**src/aohr_pkg.sv**
```systemverilog
package aohr_pkg;
  // ---------------------------------------------------------------------------
  // sample format
  // ---------------------------------------------------------------------------
  localparam int unsigned SW = 24;
  localparam logic signed [23:0] FS_POS = 24'sh7fffff;
  localparam logic signed [23:0] FS_NEG = -24'sh800000;

  // ---------------------------------------------------------------------------
  // register map (byte addresses)
  // ---------------------------------------------------------------------------
  localparam logic [7:0] R_BUS1_SEL   = 8'h00; // [2:0] left src, [6:4] right src
  localparam logic [7:0] R_BUS1_ATT   = 8'h04; // [5:0] attenuation in dB
  localparam logic [7:0] R_BUS2_SEL   = 8'h08;
  localparam logic [7:0] R_BUS2_ATT   = 8'h0c;
  localparam logic [7:0] R_DIG_FMT    = 8'h10; // [0] 1 = professional
  localparam logic [7:0] R_HP_CTRL    = 8'h14; // write pulses, see below
  localparam logic [7:0] R_HP_STATUS  = 8'h18; // read only
  localparam logic [7:0] R_HP_SLOT0   = 8'h40; // 20 slot words, read only
  localparam int unsigned SEL_L_LSB = 0;
  localparam int unsigned SEL_R_LSB = 4;
  localparam int unsigned ATT_MAX   = 40;
  localparam int unsigned FMT_PRO_BIT = 0;
  // hp control bits
  localparam int unsigned HC_TURN_UP = 0;
  localparam int unsigned HC_TURN_DN = 1;
  localparam int unsigned HC_SETUP   = 2;
  localparam int unsigned HC_CONFIRM = 3;
  localparam int unsigned HC_FINISH  = 4;
  localparam int unsigned HC_CANCEL  = 5;

  // ---------------------------------------------------------------------------
  // output bus sources
  // ---------------------------------------------------------------------------
  typedef enum logic [2:0] {
    AOHR_SRC_IN1  = 3'h0,
    AOHR_SRC_IN2  = 3'h1,
    AOHR_SRC_TRA  = 3'h2,
    AOHR_SRC_TRB  = 3'h3,
    AOHR_SRC_INS  = 3'h4,
    AOHR_SRC_TRS  = 3'h5
  } aohr_src_e;
  localparam logic [2:0] SRC_LAST = 3'h5;

  // ---------------------------------------------------------------------------
  // headphone sources
  // ---------------------------------------------------------------------------
  typedef enum logic [3:0] {
    AOHR_HP_IN_PAIR  = 4'h0,
    AOHR_HP_TR_PAIR  = 4'h1,
    AOHR_HP_MON_PAIR = 4'h2,
    AOHR_HP_IN1_SOLO = 4'h3,
    AOHR_HP_IN2_SOLO = 4'h4,
    AOHR_HP_TRA_SOLO = 4'h5,
    AOHR_HP_TRB_SOLO = 4'h6,
    AOHR_HP_MNA_SOLO = 4'h7,
    AOHR_HP_MNB_SOLO = 4'h8,
    AOHR_HP_IN_MS    = 4'h9,
    AOHR_HP_TR_MS    = 4'ha,
    AOHR_HP_MON_MS   = 4'hb,
    AOHR_HP_IN_SUM   = 4'hc,
    AOHR_HP_TR_SUM   = 4'hd
  } aohr_hp_e;
  localparam logic [3:0] HP_LAST = 4'hd;
  localparam int unsigned NSLOT   = 20;
  localparam int unsigned NPRESET = 5;
  localparam logic [4:0] NSLOT_M1 = 5'd19;
  localparam logic [4:0] NPRESET_M1 = 5'd4;

  // slot setup menu states
  typedef enum logic [1:0] {
    AOHR_ST_RUN   = 2'b01,
    AOHR_ST_SETUP = 2'b10
  } aohr_menu_e;
endpackage : aohr_pkg

```
**src/aohr_router.sv**
```systemverilog
// What this block does
// - two buses, left and right chosen separately
// - six sources: inputs, tracks, input sum, track sum
// - input source passes regardless of transport state
// - track source: assignment, or playback while playing
// - analog bus 0..40 dB attenuation, both sides
// - analog attenuation also scales tape output
// - digital bus selection held independently
// - digital format pro/consumer, copy bit clear
// - digital bus full scale, 1 dB steps to 40
// - headphone selection independent of bus routing
// - monitor plays medium readback, latency allowed
// - monitor only from samples written to medium
// - twenty user slots plus five presets
// - pair: first member left, second right
// - solo sends one signal to both ears
// - hp tracks switch to playback audio
// - monitor selections silent unless playing back
// - mid-side selections decode to left/right
// - summed mono sends sum to both ears
// - setup starts slot one, turn, confirm, finish, cancel
// - finish at slot one leaves single track pair
// - turning steps active source through list
// - mid from first, side from second, equal spread
`timescale 1ns/10ps
module aohr_router (
  input  wire logic                 ref_clk,
  input  wire logic                 reset,
  // classic wishbone slave
  input  wire logic                 wb_cyc_i,
  input  wire logic                 wb_stb_i,
  input  wire logic                 wb_we_i,
  input  wire logic [7:0]           wb_adr_i,
  input  wire logic [3:0]           wb_sel_i,
  input  wire logic [31:0]          wb_dat_i,
  output logic      [31:0]          wb_dat_o,
  output logic                      wb_ack_o,
  // audio, one sample per sample_stb
  input  wire logic                 sample_stb,
  input  wire logic                 playing,
  input  wire logic signed [23:0]   in1,
  input  wire logic signed [23:0]   in2,
  input  wire logic signed [23:0]   trk_a,
  input  wire logic signed [23:0]   trk_b,
  input  wire logic signed [23:0]   play_a,
  input  wire logic signed [23:0]   play_b,
  input  wire logic signed [23:0]   mon_a,
  input  wire logic signed [23:0]   mon_b,
  output logic signed [23:0]        bus1_l,
  output logic signed [23:0]        bus1_r,
  output logic [5:0]                tape_att,
  output logic signed [23:0]        bus2_l,
  output logic signed [23:0]        bus2_r,
  output logic                      dig_pro,
  output logic                      dig_copy_bit,
  output logic signed [23:0]        hp_l,
  output logic signed [23:0]        hp_r
);
  import aohr_pkg::*;

  // ---------------------------------------------------------------------------
  // helpers
  // ---------------------------------------------------------------------------
  function automatic logic signed [23:0] sat_add(input logic signed [23:0] a,
                                                 input logic signed [23:0] b);
    logic signed [24:0] s;
    s = {a[23], a} + {b[23], b};
    sat_add = (s > 25'sh07fffff) ? FS_POS : (s < -25'sh0800000) ? FS_NEG : s[23:0];
  endfunction : sat_add

  // 1 dB steps: 6 dB by shift, remainder by a small gain table (q8)
  function automatic logic signed [23:0] atten(input logic signed [23:0] x,
                                               input logic [5:0] db);
    logic signed [23:0] sh;
    logic        [8:0]  g;
    logic signed [33:0] p;
    sh = x >>> (db / 6'd6);
    case (db % 6'd6)
      6'd0:    g = 9'd256;
      6'd1:    g = 9'd228;
      6'd2:    g = 9'd203;
      6'd3:    g = 9'd181;
      6'd4:    g = 9'd162;
      default: g = 9'd144;
    endcase
    p = sh * $signed({1'b0, g});
    atten = p[31:8];
  endfunction : atten

  // playback overrides the assignment on the track paths
  logic signed [23:0] ta_eff;
  logic signed [23:0] tb_eff;
  assign ta_eff = playing ? play_a : trk_a;
  assign tb_eff = playing ? play_b : trk_b;

  function automatic logic signed [23:0] pick(input logic [2:0] s,
                                              input logic signed [23:0] i1,
                                              input logic signed [23:0] i2,
                                              input logic signed [23:0] a,
                                              input logic signed [23:0] b);
    case (s)
      AOHR_SRC_IN1: pick = i1;
      AOHR_SRC_IN2: pick = i2;
      AOHR_SRC_TRA: pick = a;
      AOHR_SRC_TRB: pick = b;
      AOHR_SRC_INS: pick = sat_add(i1, i2);
      default:      pick = sat_add(a, b);
    endcase
  endfunction : pick

  // ---------------------------------------------------------------------------
  // configuration registers
  // ---------------------------------------------------------------------------
  logic [2:0] b1_sl;
  logic [2:0] b1_sr;
  logic [5:0] b1_att;
  logic [2:0] b2_sl;
  logic [2:0] b2_sr;
  logic [5:0] b2_att;
  logic       fmt_pro;
  logic       wr;

  assign wr = wb_cyc_i && wb_stb_i && wb_we_i && !wb_ack_o && wb_sel_i[0];

  // out of range source codes are refused so selections stay legal; attenuation codes above 40 clamp to 40
  always_ff @(posedge ref_clk) begin
    if (reset) begin
      b1_sl   <= 3'h0;
      b1_sr   <= 3'h1;
      b1_att  <= 6'h00;
      b2_sl   <= 3'h0;
      b2_sr   <= 3'h1;
      b2_att  <= 6'h00;
      fmt_pro <= 1'b1;
    end else if (wr) begin
      if (wb_adr_i == R_BUS1_SEL) begin
        if (wb_dat_i[2:0] <= SRC_LAST) b1_sl <= wb_dat_i[2:0];
        if (wb_dat_i[6:4] <= SRC_LAST) b1_sr <= wb_dat_i[6:4];
      end else if (wb_adr_i == R_BUS1_ATT) begin
        b1_att <= (wb_dat_i[5:0] > 6'd40) ? 6'd40 : wb_dat_i[5:0];
      end else if (wb_adr_i == R_BUS2_SEL) begin
        if (wb_dat_i[2:0] <= SRC_LAST) b2_sl <= wb_dat_i[2:0];
        if (wb_dat_i[6:4] <= SRC_LAST) b2_sr <= wb_dat_i[6:4];
      end else if (wb_adr_i == R_BUS2_ATT) begin
        b2_att <= (wb_dat_i[5:0] > 6'd40) ? 6'd40 : wb_dat_i[5:0];
      end else if (wb_adr_i == R_DIG_FMT) begin
        fmt_pro <= wb_dat_i[FMT_PRO_BIT];
      end
    end
  end

  // ---------------------------------------------------------------------------
  // headphone list and setup menu
  // ---------------------------------------------------------------------------
  logic [3:0] slot [NSLOT];
  logic [4:0] slot_cnt;   // used entries, 0 = presets active, or the single track pair once presets_on clears
  logic [3:0] preset [NPRESET];
  logic       presets_on;
  logic [4:0] act_idx;
  logic [4:0] edit_idx;
  logic [3:0] edit_src;
  aohr_menu_e menu;
  logic [5:0] hc;
  logic [4:0] list_last;
  logic [3:0] act_src;

  assign hc = (wr && wb_adr_i == R_HP_CTRL) ? wb_dat_i[5:0] : 6'h00;
  assign list_last = (slot_cnt != 5'd0) ? slot_cnt - 5'd1 : NPRESET_M1;

  assign preset[0] = AOHR_HP_IN_PAIR;
  assign preset[1] = AOHR_HP_TR_PAIR;
  assign preset[2] = AOHR_HP_MON_PAIR;
  assign preset[3] = AOHR_HP_IN_MS;
  assign preset[4] = AOHR_HP_TR_SUM;

  // the list in force: user slots if any, else presets, else one track pair
  always_comb begin
    if (slot_cnt != 5'd0)
      act_src = slot[act_idx];
    else if (presets_on)
      act_src = preset[act_idx[2:0]];
    else
      act_src = AOHR_HP_TR_PAIR;
  end

  // menu sequencing and active-source stepping
  always_ff @(posedge ref_clk) begin
    if (reset) begin
      menu       <= AOHR_ST_RUN;
      act_idx    <= 5'd0;
      edit_idx   <= 5'd0;
      edit_src   <= 4'h0;
      slot_cnt   <= 5'd0;
      presets_on <= 1'b1;
    end else begin
      case (menu)
        AOHR_ST_RUN: begin
          if (hc[HC_SETUP]) begin
            menu     <= AOHR_ST_SETUP;
            edit_idx <= 5'd0;
            edit_src <= 4'h0;
          end else if (hc[HC_TURN_UP] && presets_on | (slot_cnt != 5'd0)) begin
            act_idx <= (act_idx >= list_last) ? 5'd0 : act_idx + 5'd1;
          end else if (hc[HC_TURN_DN] && presets_on | (slot_cnt != 5'd0)) begin
            act_idx <= (act_idx == 5'd0) ? list_last : act_idx - 5'd1;
          end
        end
        AOHR_ST_SETUP: begin
          if (hc[HC_CANCEL]) begin
            menu <= AOHR_ST_RUN;
          end else if (hc[HC_FINISH]) begin
            menu    <= AOHR_ST_RUN;
            act_idx <= 5'd0;
            if (edit_idx == 5'd0) begin
              slot_cnt   <= 5'd0;
              presets_on <= 1'b0;
            end else begin
              slot_cnt <= edit_idx;
            end
          end else if (hc[HC_CONFIRM]) begin
            if (edit_idx == NSLOT_M1) begin
              menu     <= AOHR_ST_RUN;
              slot_cnt <= 5'd20;
              act_idx  <= 5'd0;
            end else begin
              edit_idx <= edit_idx + 5'd1;
            end
          end else if (hc[HC_TURN_UP]) begin
            edit_src <= (edit_src == HP_LAST) ? 4'h0 : edit_src + 4'h1;
          end else if (hc[HC_TURN_DN]) begin
            edit_src <= (edit_src == 4'h0) ? HP_LAST : edit_src - 4'h1;
          end
        end
        default: menu <= AOHR_ST_RUN;
      endcase
    end
  end

  // slot storage; each entry is written on confirm and stays written even if setup is cancelled
  for (genvar i = 0; i < NSLOT; i++) begin : g_slot
    always_ff @(posedge ref_clk) begin
      if (reset)
        slot[i] <= 4'h0;
      else if (menu == AOHR_ST_SETUP && edit_idx == 5'(i) && hc[HC_CONFIRM])
        slot[i] <= edit_src;
    end
  end

  // ---------------------------------------------------------------------------
  // audio datapath, updated on the sample strobe
  // ---------------------------------------------------------------------------
  logic signed [23:0] next_hp_l;
  logic signed [23:0] next_hp_r;
  logic signed [23:0] ma;
  logic signed [23:0] mb;
  logic signed [23:0] ms_m;
  logic signed [23:0] ms_s;

  // monitor words come only from medium readback, and only while playing
  assign ma = playing ? mon_a : 24'sh000000;
  assign mb = playing ? mon_b : 24'sh000000;

  always_comb begin
    ms_m      = 24'sh000000;
    ms_s      = 24'sh000000;
    next_hp_l = 24'sh000000;
    next_hp_r = 24'sh000000;
    case (act_src)
      AOHR_HP_IN_PAIR:  begin next_hp_l = in1;    next_hp_r = in2;    end
      AOHR_HP_TR_PAIR:  begin next_hp_l = ta_eff; next_hp_r = tb_eff; end
      AOHR_HP_MON_PAIR: begin next_hp_l = ma;     next_hp_r = mb;     end
      AOHR_HP_IN1_SOLO: begin next_hp_l = in1;    next_hp_r = in1;    end
      AOHR_HP_IN2_SOLO: begin next_hp_l = in2;    next_hp_r = in2;    end
      AOHR_HP_TRA_SOLO: begin next_hp_l = ta_eff; next_hp_r = ta_eff; end
      AOHR_HP_TRB_SOLO: begin next_hp_l = tb_eff; next_hp_r = tb_eff; end
      AOHR_HP_MNA_SOLO: begin next_hp_l = ma;     next_hp_r = ma;     end
      AOHR_HP_MNB_SOLO: begin next_hp_l = mb;     next_hp_r = mb;     end
      // equal spread: halve M and S first so the decode keeps headroom
      AOHR_HP_IN_MS:    begin ms_m = in1 >>> 1;    ms_s = in2 >>> 1;    end
      AOHR_HP_TR_MS:    begin ms_m = ta_eff >>> 1; ms_s = tb_eff >>> 1; end
      AOHR_HP_MON_MS:   begin ms_m = ma >>> 1;     ms_s = mb >>> 1;     end
      AOHR_HP_IN_SUM:   begin next_hp_l = sat_add(in1, in2); next_hp_r = next_hp_l; end
      default: begin
        next_hp_l = sat_add(ta_eff, tb_eff);
        next_hp_r = sat_add(ta_eff, tb_eff);
      end
    endcase
    // decode step shared by the three mid-side selections
    if (act_src inside {AOHR_HP_IN_MS, AOHR_HP_TR_MS, AOHR_HP_MON_MS}) begin
      next_hp_l = sat_add(ms_m, ms_s);
      next_hp_r = sat_add(ms_m, -ms_s);
    end
  end

  // headphone path never reads the bus selections
  always_ff @(posedge ref_clk) begin
    if (reset) begin
      hp_l <= 24'sh000000;
      hp_r <= 24'sh000000;
    end else if (sample_stb) begin
      hp_l <= next_hp_l;
      hp_r <= next_hp_r;
    end
  end

  // output buses
  always_ff @(posedge ref_clk) begin
    if (reset) begin
      bus1_l <= 24'sh000000;
      bus1_r <= 24'sh000000;
      bus2_l <= 24'sh000000;
      bus2_r <= 24'sh000000;
    end else if (sample_stb) begin
      bus1_l <= atten(pick(b1_sl, in1, in2, ta_eff, tb_eff), b1_att);
      bus1_r <= atten(pick(b1_sr, in1, in2, ta_eff, tb_eff), b1_att);
      bus2_l <= atten(pick(b2_sl, in1, in2, ta_eff, tb_eff), b2_att);
      bus2_r <= atten(pick(b2_sr, in1, in2, ta_eff, tb_eff), b2_att);
    end
  end

  // tape out follows the analog bus setting; status bits for the encoder
  always_ff @(posedge ref_clk) begin
    if (reset) begin
      tape_att     <= 6'h00;
      dig_pro      <= 1'b1;
      dig_copy_bit <= 1'b0;
    end else begin
      tape_att     <= b1_att;
      dig_pro      <= fmt_pro;
      dig_copy_bit <= 1'b0;
    end
  end

  // ---------------------------------------------------------------------------
  // wishbone read and acknowledge, one wait state free
  // ---------------------------------------------------------------------------
  logic [4:0] slot_rd_idx;
  assign slot_rd_idx = 5'((wb_adr_i - R_HP_SLOT0) >> 2);

  always_ff @(posedge ref_clk) begin
    if (reset)
      wb_ack_o <= 1'b0;
    else
      wb_ack_o <= wb_cyc_i && wb_stb_i && !wb_ack_o;
  end

  // read data registered in the same edge that raises the acknowledge
  always_ff @(posedge ref_clk) begin
    if (reset) begin
      wb_dat_o <= 32'h00000000;
    end else if (wb_cyc_i && wb_stb_i && !wb_ack_o && !wb_we_i) begin
      if (wb_adr_i == R_BUS1_SEL)
        wb_dat_o <= {25'h0, b1_sr, 1'b0, b1_sl};
      else if (wb_adr_i == R_BUS1_ATT)
        wb_dat_o <= {26'h0, b1_att};
      else if (wb_adr_i == R_BUS2_SEL)
        wb_dat_o <= {25'h0, b2_sr, 1'b0, b2_sl};
      else if (wb_adr_i == R_BUS2_ATT)
        wb_dat_o <= {26'h0, b2_att};
      else if (wb_adr_i == R_DIG_FMT)
        wb_dat_o <= {31'h0, fmt_pro};
      else if (wb_adr_i == R_HP_STATUS)
        wb_dat_o <= {11'h0, presets_on, 2'h0, menu, 2'h0, slot_cnt, edit_idx, act_src};
      else if (wb_adr_i >= R_HP_SLOT0 && slot_rd_idx < 5'd20 && wb_adr_i[1:0] == 2'b00)
        wb_dat_o <= {28'h0, slot[slot_rd_idx]};
      else
        wb_dat_o <= 32'h00000000;
    end
  end

  // ---------------------------------------------------------------------------
  // checks
  // ---------------------------------------------------------------------------
  a_copy_bit_clear: assert property (@(posedge ref_clk) disable iff (reset)
    !dig_copy_bit) else $error("copy bit set");
  a_att_range: assert property (@(posedge ref_clk) disable iff (reset)
    b1_att <= 6'd40 && b2_att <= 6'd40) else $error("attenuation out of range");
  a_tape_follows: assert property (@(posedge ref_clk) disable iff (reset)
    1'b1 |=> tape_att == $past(b1_att)) else $error("tape att mismatch");
  a_mon_silent: assert property (@(posedge ref_clk) disable iff (reset)
    sample_stb && !playing && act_src inside {AOHR_HP_MON_PAIR, AOHR_HP_MNA_SOLO,
    AOHR_HP_MNB_SOLO, AOHR_HP_MON_MS} |=> hp_l == 24'sh0 && hp_r == 24'sh0)
    else $error("monitor not silent");
  a_solo_both: assert property (@(posedge ref_clk) disable iff (reset)
    sample_stb && act_src == AOHR_HP_IN1_SOLO |=> hp_l == hp_r && hp_l == $past(in1))
    else $error("solo mismatch");
  a_pair_order: assert property (@(posedge ref_clk) disable iff (reset)
    sample_stb && act_src == AOHR_HP_IN_PAIR |=> hp_l == $past(in1) && hp_r == $past(in2))
    else $error("pair order wrong");
  a_finish_first: assert property (@(posedge ref_clk) disable iff (reset)
    menu == AOHR_ST_SETUP && hc[HC_FINISH] && !hc[HC_CANCEL] && edit_idx == 5'd0
    |=> act_src == AOHR_HP_TR_PAIR && !presets_on) else $error("finish at slot one");
  a_cancel_exit: assert property (@(posedge ref_clk) disable iff (reset)
    menu == AOHR_ST_SETUP && hc[HC_CANCEL] |=> menu == AOHR_ST_RUN && $stable(slot_cnt))
    else $error("cancel did not exit");
  a_setup_start: assert property (@(posedge ref_clk) disable iff (reset)
    menu == AOHR_ST_RUN && hc[HC_SETUP] |=> menu == AOHR_ST_SETUP && edit_idx == 5'd0)
    else $error("setup not at slot one");
  c_setup_done: cover property (@(posedge ref_clk) menu == AOHR_ST_SETUP && hc[HC_FINISH]);
  c_turn_step: cover property (@(posedge ref_clk) menu == AOHR_ST_RUN && hc[HC_TURN_UP]);
  c_playback_ms: cover property (@(posedge ref_clk) playing && act_src == AOHR_HP_TR_MS);
endmodule : aohr_router

```
**config.mk**
```make
export PLATFORM = sky130hd
export DESIGN_NAME = aohr_router
export DESIGN_NICKNAME = d
export VERILOG_FILES = /design/src/aohr_pkg.sv /design/src/aohr_router.sv
export SDC_FILE = /design/constraint.sdc
export NUM_CORES = 2
export LEC_CHECK = 0
export BUFFER_PORTS_ARGS = -buffer_cell sky130_fd_sc_hd__buf_4
export CAP_MARGIN = 10
export CORE_MARGIN = 2
export CORE_UTILIZATION = 55
export CTS_BUF_LIST = sky130_fd_sc_hd__clkbuf_16
export CTS_CLUSTER_DIAMETER = 100
export DETAILED_ROUTE_END_ITERATION = 7
export PLACE_DENSITY_LB_ADDON = 0.08
export SYNTH_ARGS = -nofsm -noshare
export SYNTH_HDL_FRONTEND = slang
export SYNTH_SLANG_ARGS = --single-unit
```
**constraint.sdc**
```tcl
create_clock -name ref_clk -period 12.55 [get_ports ref_clk]
set_input_delay 0.6275 -clock ref_clk [delete_from_list [all_inputs] [get_ports ref_clk]]
set_output_delay 0.6275 -clock ref_clk [all_outputs]
set_load 0.05 [all_outputs]
```
* Word-level counts from Yosys, hierarchy flattened
Memories as Yosys holds them, arrays and structs flattened. A register that Yosys moved wholly into a read port is not among the register bits. Cells that the tools add are included.
Storage, ports and cells: word-level logic and storage cells 427, memory bits (read-only) 32, output and inout bits 185, bits of input ports 243, register bits after elaboration 231, memory bits (writable) 80, memories 2
Cells by class: $add $sub $neg 12, shift operators 4, multipliers 4, equal/unequal tests 77, bitwise operators 27, divide/modulo/power cells 4, multiplexer cells 169, reduce and logical (&&, ||, !) cells 90, $lt $le $gt $ge 15
Memories:
- slot | words 20, bits a word 4, rd ports 2, clocked after Yosys merged registers in 1, wr ports 20, line aohr_router.sv:155 | logic [3:0] slot [NSLOT];
- (no name shown) | words 8, bits a word 4, rd ports 1, clocked after Yosys merged registers in 0, wr ports 0, line aohr_router.sv:181 | act_src = preset[act_idx[2:0]];
Operators with widths (count):
- $mux W24 | 22
- $pmux W24 S5 | 4
- $pmux W24 S8 | 2
- $pmux W24 S3 | 2
- $mux W4 | 33
- $mul A24 B10 Y32 | 4
- $mux W21 | 6
- $mux W5 | 21
- $add A24 B24 Y25 | 4
- $gt A25 B24 Y1 const B | 4
- $lt A25 B24 Y1 const B | 4
- $sshr A24 B6 Y24 | 4
- $pmux W9 S5 | 2
- $mux W1 | 62
- $logic_and A1 B1 Y1 | 51
- $eq A5 B4 Y1 const B | 8
- $mux W9 | 4
- $eq A3 B2 Y1 const B | 8
- $eq A4 B4 Y1 const B | 6
- $eq A6 B2 Y1 const B | 4
- $eq A8 B5 Y1 const B | 3
- $neg A24 Y24 | 1
- $reduce_and A6 Y1 | 4
- $or A1 B1 Y1 | 21
- 55 further kinds | 118

* Depth between registers and ports, before layout
word-level depth 14, depth in mapped cells 52, mapped depth without buffers 47

* Worst setup path after synthesis
No wires, ideal clock.
path type input -> register, start in playing, end reg bus2_r[22], buffers on the path 5, slack 1.025 ns, required time 12.433 ns, library setup time 0.117 ns, cell stages on the path 46, data arrival time 11.408 ns, path through buf_2 > buf_2 > buf_2 > buf_2 > mux2i_1 > inv_1 > ha_1 > fa_1 > a211oi_1 > o21ai_1 > o21a_1 > o211ai_2 > nand2_1 > a21oi_1 > clkbuf_1 > o31a_1 > nand2_1 > nand2_1 > [10 not listed] > inv_1 > fa_1 > inv_1 > ha_1 > a21o_1 > a21o_1 > a21o_1 > a21oi_1 > nor2_1 > nor4_1 > nand2_1 > a31oi_1 > a311oi_1 > o2111ai_1 > a21oi_1 > a21o_1 > a211o_1 > a22o_1
Between the ends: longest elaborated chain between the ends 10
Ends and longest elaborated chain:
- start, declared | line aohr_router.sv:40 | input wire logic playing,
- $mux W24 (on tied branches) | line aohr_router.sv:93, aohr_router.sv:94
- $add A24 B24 Y25 | line aohr_router.sv:67 | s = {a[23], a} + {b[23], b};
- $lt A25 B24 Y1 | line aohr_router.sv:68 | sat_add = (s > 25'sh07fffff) ? FS_POS : (s < -25'sh0800000) ? FS_NEG : s[23:0];
- $mux W24 (2 in a row) | line aohr_router.sv:68
- $pmux W24 S5 * | line aohr_router.sv:101 | case (s)
- $mux W24 * | line aohr_router.sv:313 | end else if (sample_stb) begin
- $mux W24 * | line aohr_router.sv:308 | if (reset) begin
- $sshr A24 B6 Y24 * | line aohr_router.sv:77 | sh = x >>> (db / 6'd6);
- $mul A24 B10 Y32 * | line aohr_router.sv:86 | p = sh * $signed({1'b0, g});
- end signal, assigned | line aohr_router.sv:317 | bus2_r <= atten(pick(b2_sr, in1, in2, ta_eff, tb_eff), b2_att);
- end, declared | line aohr_router.sv:53 | output logic signed [23:0] bus2_r,
Every way passes the cells marked *; elsewhere a longest branch is shown, timed or not. The select of a mux whose other input is x is not followed. A chain may end at the register's enable or synchronous reset.

* Worst setup path in the final report
start in playing, end reg bus1_l[22]
Between the ends: longest elaborated chain between the ends 10
Ends and longest elaborated chain:
- $mux W24 (on tied branches) | line aohr_router.sv:93, aohr_router.sv:94
- $add A24 B24 Y25 | line aohr_router.sv:67
- $lt A25 B24 Y1 | line aohr_router.sv:68
- $mux W24 (2 in a row) | line aohr_router.sv:68
- $pmux W24 S5 * | line aohr_router.sv:101
- $mux W24 * | line aohr_router.sv:313
- $mux W24 * | line aohr_router.sv:308
- $sshr A24 B6 Y24 * | line aohr_router.sv:77
- $mul A24 B10 Y32 * | line aohr_router.sv:86
- end signal, assigned | line aohr_router.sv:314 | bus1_l <= atten(pick(b1_sl, in1, in2, ta_eff, tb_eff), b1_att);
- end, declared | line aohr_router.sv:49 | output logic signed [23:0] bus1_l,
Marked as above.

==> run metrics <==
final setup fails 0; Clock Latency Late Sink 680 ps; Iter 0 DRT Violations 8050; Die H 336.5 um; die area 0.1133 mm2; Top Ports about 430; Post-Route WL 245600 um; period utilization 95.18%; ys async rst share 0%; WP data required 13120 ps; clock buffer depth 3; via count between 60k and 70k; post-detail-place hpwl 192000 um; Clock Pin Slew Worst Setup and Hold Paths 60 ps; FF-to-FF path depth 37; first-pass GRT wire length 368200 um; detailed-route DRC error count 0; slew margin rel. approximately 13%; final count of hold timing violations 0; sequential cell area fraction in the yosys report 11.22%; largest stage delay on the critical path 620 ps; Initial Util 55.64%; critical path class in2reg; largest net degree at the start of global routing 66; Worst Path Arrival 12520 ps; most frequent CP cell a21oi_1; Clock Skews between 40 and 50 ps; Mapped Area approximately 0.061 mm2; HP Class in2reg; pwr dens approximately 56 mW/mm2; hold_sp wb_dat_i[6]; share of cells above drive strength 1 12.18%; Core ar. roughly 0.11 mm2; MaxCap Viol Count 0; H-tree Lvls 2; Hold Path Depth 3; Max VDD drop around 0.000098 V; Ys Warns 0; Gate Count Post-Synth 7727; post-synth cell types 108; vias in the first global route 59.49k; crit path launch type primary input; Synth Register Bits 301; minimum clock period 11950 ps; Worst path slowest cell a21oi_1; Tightest Pin Transition roughly 1300 ps; total CTS buffers 39; placed cell area 0.06563 mm2; Lkg Pwr 31.84 nW; initial antenna violation count 8; # port buffers 383; # nets final 9225; grt total ovfl 0; Worst R2R End bus2_l[23]; Max Fclk 0.08371 GHz; gpl congestion around 1.1; number of flops mapped to enable cells by yosys 80; total number of placement rows 121; Avg Synthesized Cell Area between 7 and 8 um2; Critical Path Fanout Max 32; CTS tree done; All-Layer GR Usage 43.02%; RSZ-0062 raised after global routing no; area grow syn2layout 9.889%; Die Wd 336.5 um; status complete, no violations; ANT nets after route 0; drt via density between 6 and 7; DRT Pass-1 Iters 8; crit-path leading delay family compound AO/OA/AOI/OAI gates; Main synth FF type dfxtp_1; reg2reg setup slack between 2000 and 2500 ps; Worst R2R Start b2_sl[2]; Setup TNS 0 ps; Final Instance Area 0.06683 mm2; Hold Slack around 270 ps; final slew viol count 0; critical path capture point type flip-flop; worst hold path endpoint b2_sr[2]; TritonCTS Sinks roughly 300; CP Buf/Inv Count 6; average wire per standard cell roughly 26 um; CTS root buffer clkbuf_16
area by class of cell:
| class | instances | area [um2] |
|---|---|---|
| Timing Repair Buffer | 603 | 4531 |
| Clock buffer | 39 | 975.9 |
| Inverter | 842 | 3161 |
| Multi-Input combinational cell | 6132 | 49270 |
| Clock inverter | 31 | 214.0 |
| Antenna cell | 1 | 2.502 |
| Tap cell | 1476 | 1847 |
| Fill cell | 9874 | 42470 |
| Sequential cell | 301 | 6833 |
synthesized netlist by cell type, types with 33 or more instances:
cell type     n  area, um2
xnor2_1     128       1121
clkbuf_1    374       1404
nand3_1     136      680.7
nand2b_1    130      813.3
nor2_1     1002       3761
inv_1       840       3153
o21bai_1     35      262.8
a211oi_1     84      630.6
nor2b_1      54      337.8
xor2_1       75      656.9
a22oi_1      72      540.5
o21a_1       58      435.4
and3_1      100      625.6
o21ai_0     379       1897
or3_1        33      206.5
mux2i_1     145       1451
fa_1        684      13690
a21o_1      106      795.8
buf_1        50      187.7
edfxtp_1     80       2402
a222oi_1     33      330.3
mux2_2       41      461.7
ha_1        379       4742
nor3_1       92      460.4
or2_2        80      500.5
o211ai_1     97      728.2
nand4_1      35      219.0
nand2_1     871       3269
a21oi_1     444       2222
and2_1       92      575.6
a22o_1       46      402.9
o21ai_1      40      200.2
mux4_2      109       2455
a31oi_1      75      469.2
dfxtp_1     221       4424
worst min-delay path, delay by kind of cell:
kind / cells / cell delay (ps)
simple gates: 1 / 80
buf+inv: 1 / 110
mux: 1 / 60
repair_timing:
| action | in CTS | in global routing |
|---|---|---|
| setup endpoints to repair | 0 | 1 |
| resized for setup | 0 | 1 |
| hold buffers | 0 | 0 |
| setup buffers | 0 | 0 |
logic make-up (layout without fill, tap and decap cells):
family,count (synthesis),count (layout),synth area share [%]
and+or+nand+nor,2700,2700,19.74
AOI/OAI and AO/OA,1841,1841,20.13
buffers and inverters,1309,1515,8.248
adders and majority gates,1076,1076,30.53
DFF,301,301,11.22
muxes,296,296,7.200
xor gates and xnor gates,203,203,2.923
other,1,17,0.006166
flip-flops by register name, indices dropped and copies added (netlist names), 6 cells and up, named ones only:
| name | cells |
|---|---|
| b1_att | 6 |
| b2_att | 6 |
| bus1_l | 24 |
| bus1_r | 24 |
| bus2_l | 24 |
| bus2_r | 24 |
| hp_l | 24 |
| hp_r | 24 |
| slot | 80 |
| tape_att | 6 |
| wb_dat_o | 17 |
power breakdown:
group	internal [mW]	leakage, nW	switching, mW
Sequential	1.04	2.57	0.0289
Clock	0.576	0.614	0.535
Combinational	0.488	28.7	1.04
Total	2.10	31.8	1.61
worst max path at each step:
stage,startpoint,end,slack (ps),cells past startpoint
2_1_floorplan,playing,bus2_r[22],1030,46
3_3_place_gp,playing,bus1_l[22],400,47
3_5_place_dp,playing,bus1_l[22],250,47
4_1_cts,playing,bus1_l[22],870,47
5_1_grt,playing,bus2_r[18],20,44
6_report,playing,bus1_l[22],600,45
layout by cell type (no fill, tap or decap), drive strengths merged, types with 72 or more instances in the layout:
cell type	count
fa	684
dfxtp	221
inv	853
ha	379
and2	96
o21ai	422
nand2	871
a21oi	445
a31oi	77
xnor2	128
a21o	106
a211oi	85
and3	100
a22oi	72
or2	83
nor2	1003
nor3	93
nand2b	130
buf	602
o211ai	98
mux4	109
mux2i	145
nand3	136
edfxtp	80
xor2	75
stage by stage:
step	total power, mW	setup slack [ps]	util, %	instances
final	3.711	604.5	61.14	9425
after global routing	3.821	17.61	61.14	9424
after CTS	3.651	865.8	61.13	9423
after detailed placement	2.545	250.8	60.04	9353
after global placement	2.536	404.4	60.04	9353
after floorplan	1.946	1025	-	7742
per-layer routing:
| metal | track usage, % | vias up | routed length (um) |
|---|---|---|---|
| met2 | 65.31 | 3820 | 105500 |
| li1 | - | 26870 | - |
| met4 | 24.47 | 8 | 16760 |
| met5 | 0 | - | 58 |
| met1 | 56.28 | 29590 | 94980 |
| met3 | 10.35 | 819 | 28280 |
Note: power is estimated with default switching activity, not from simulation.
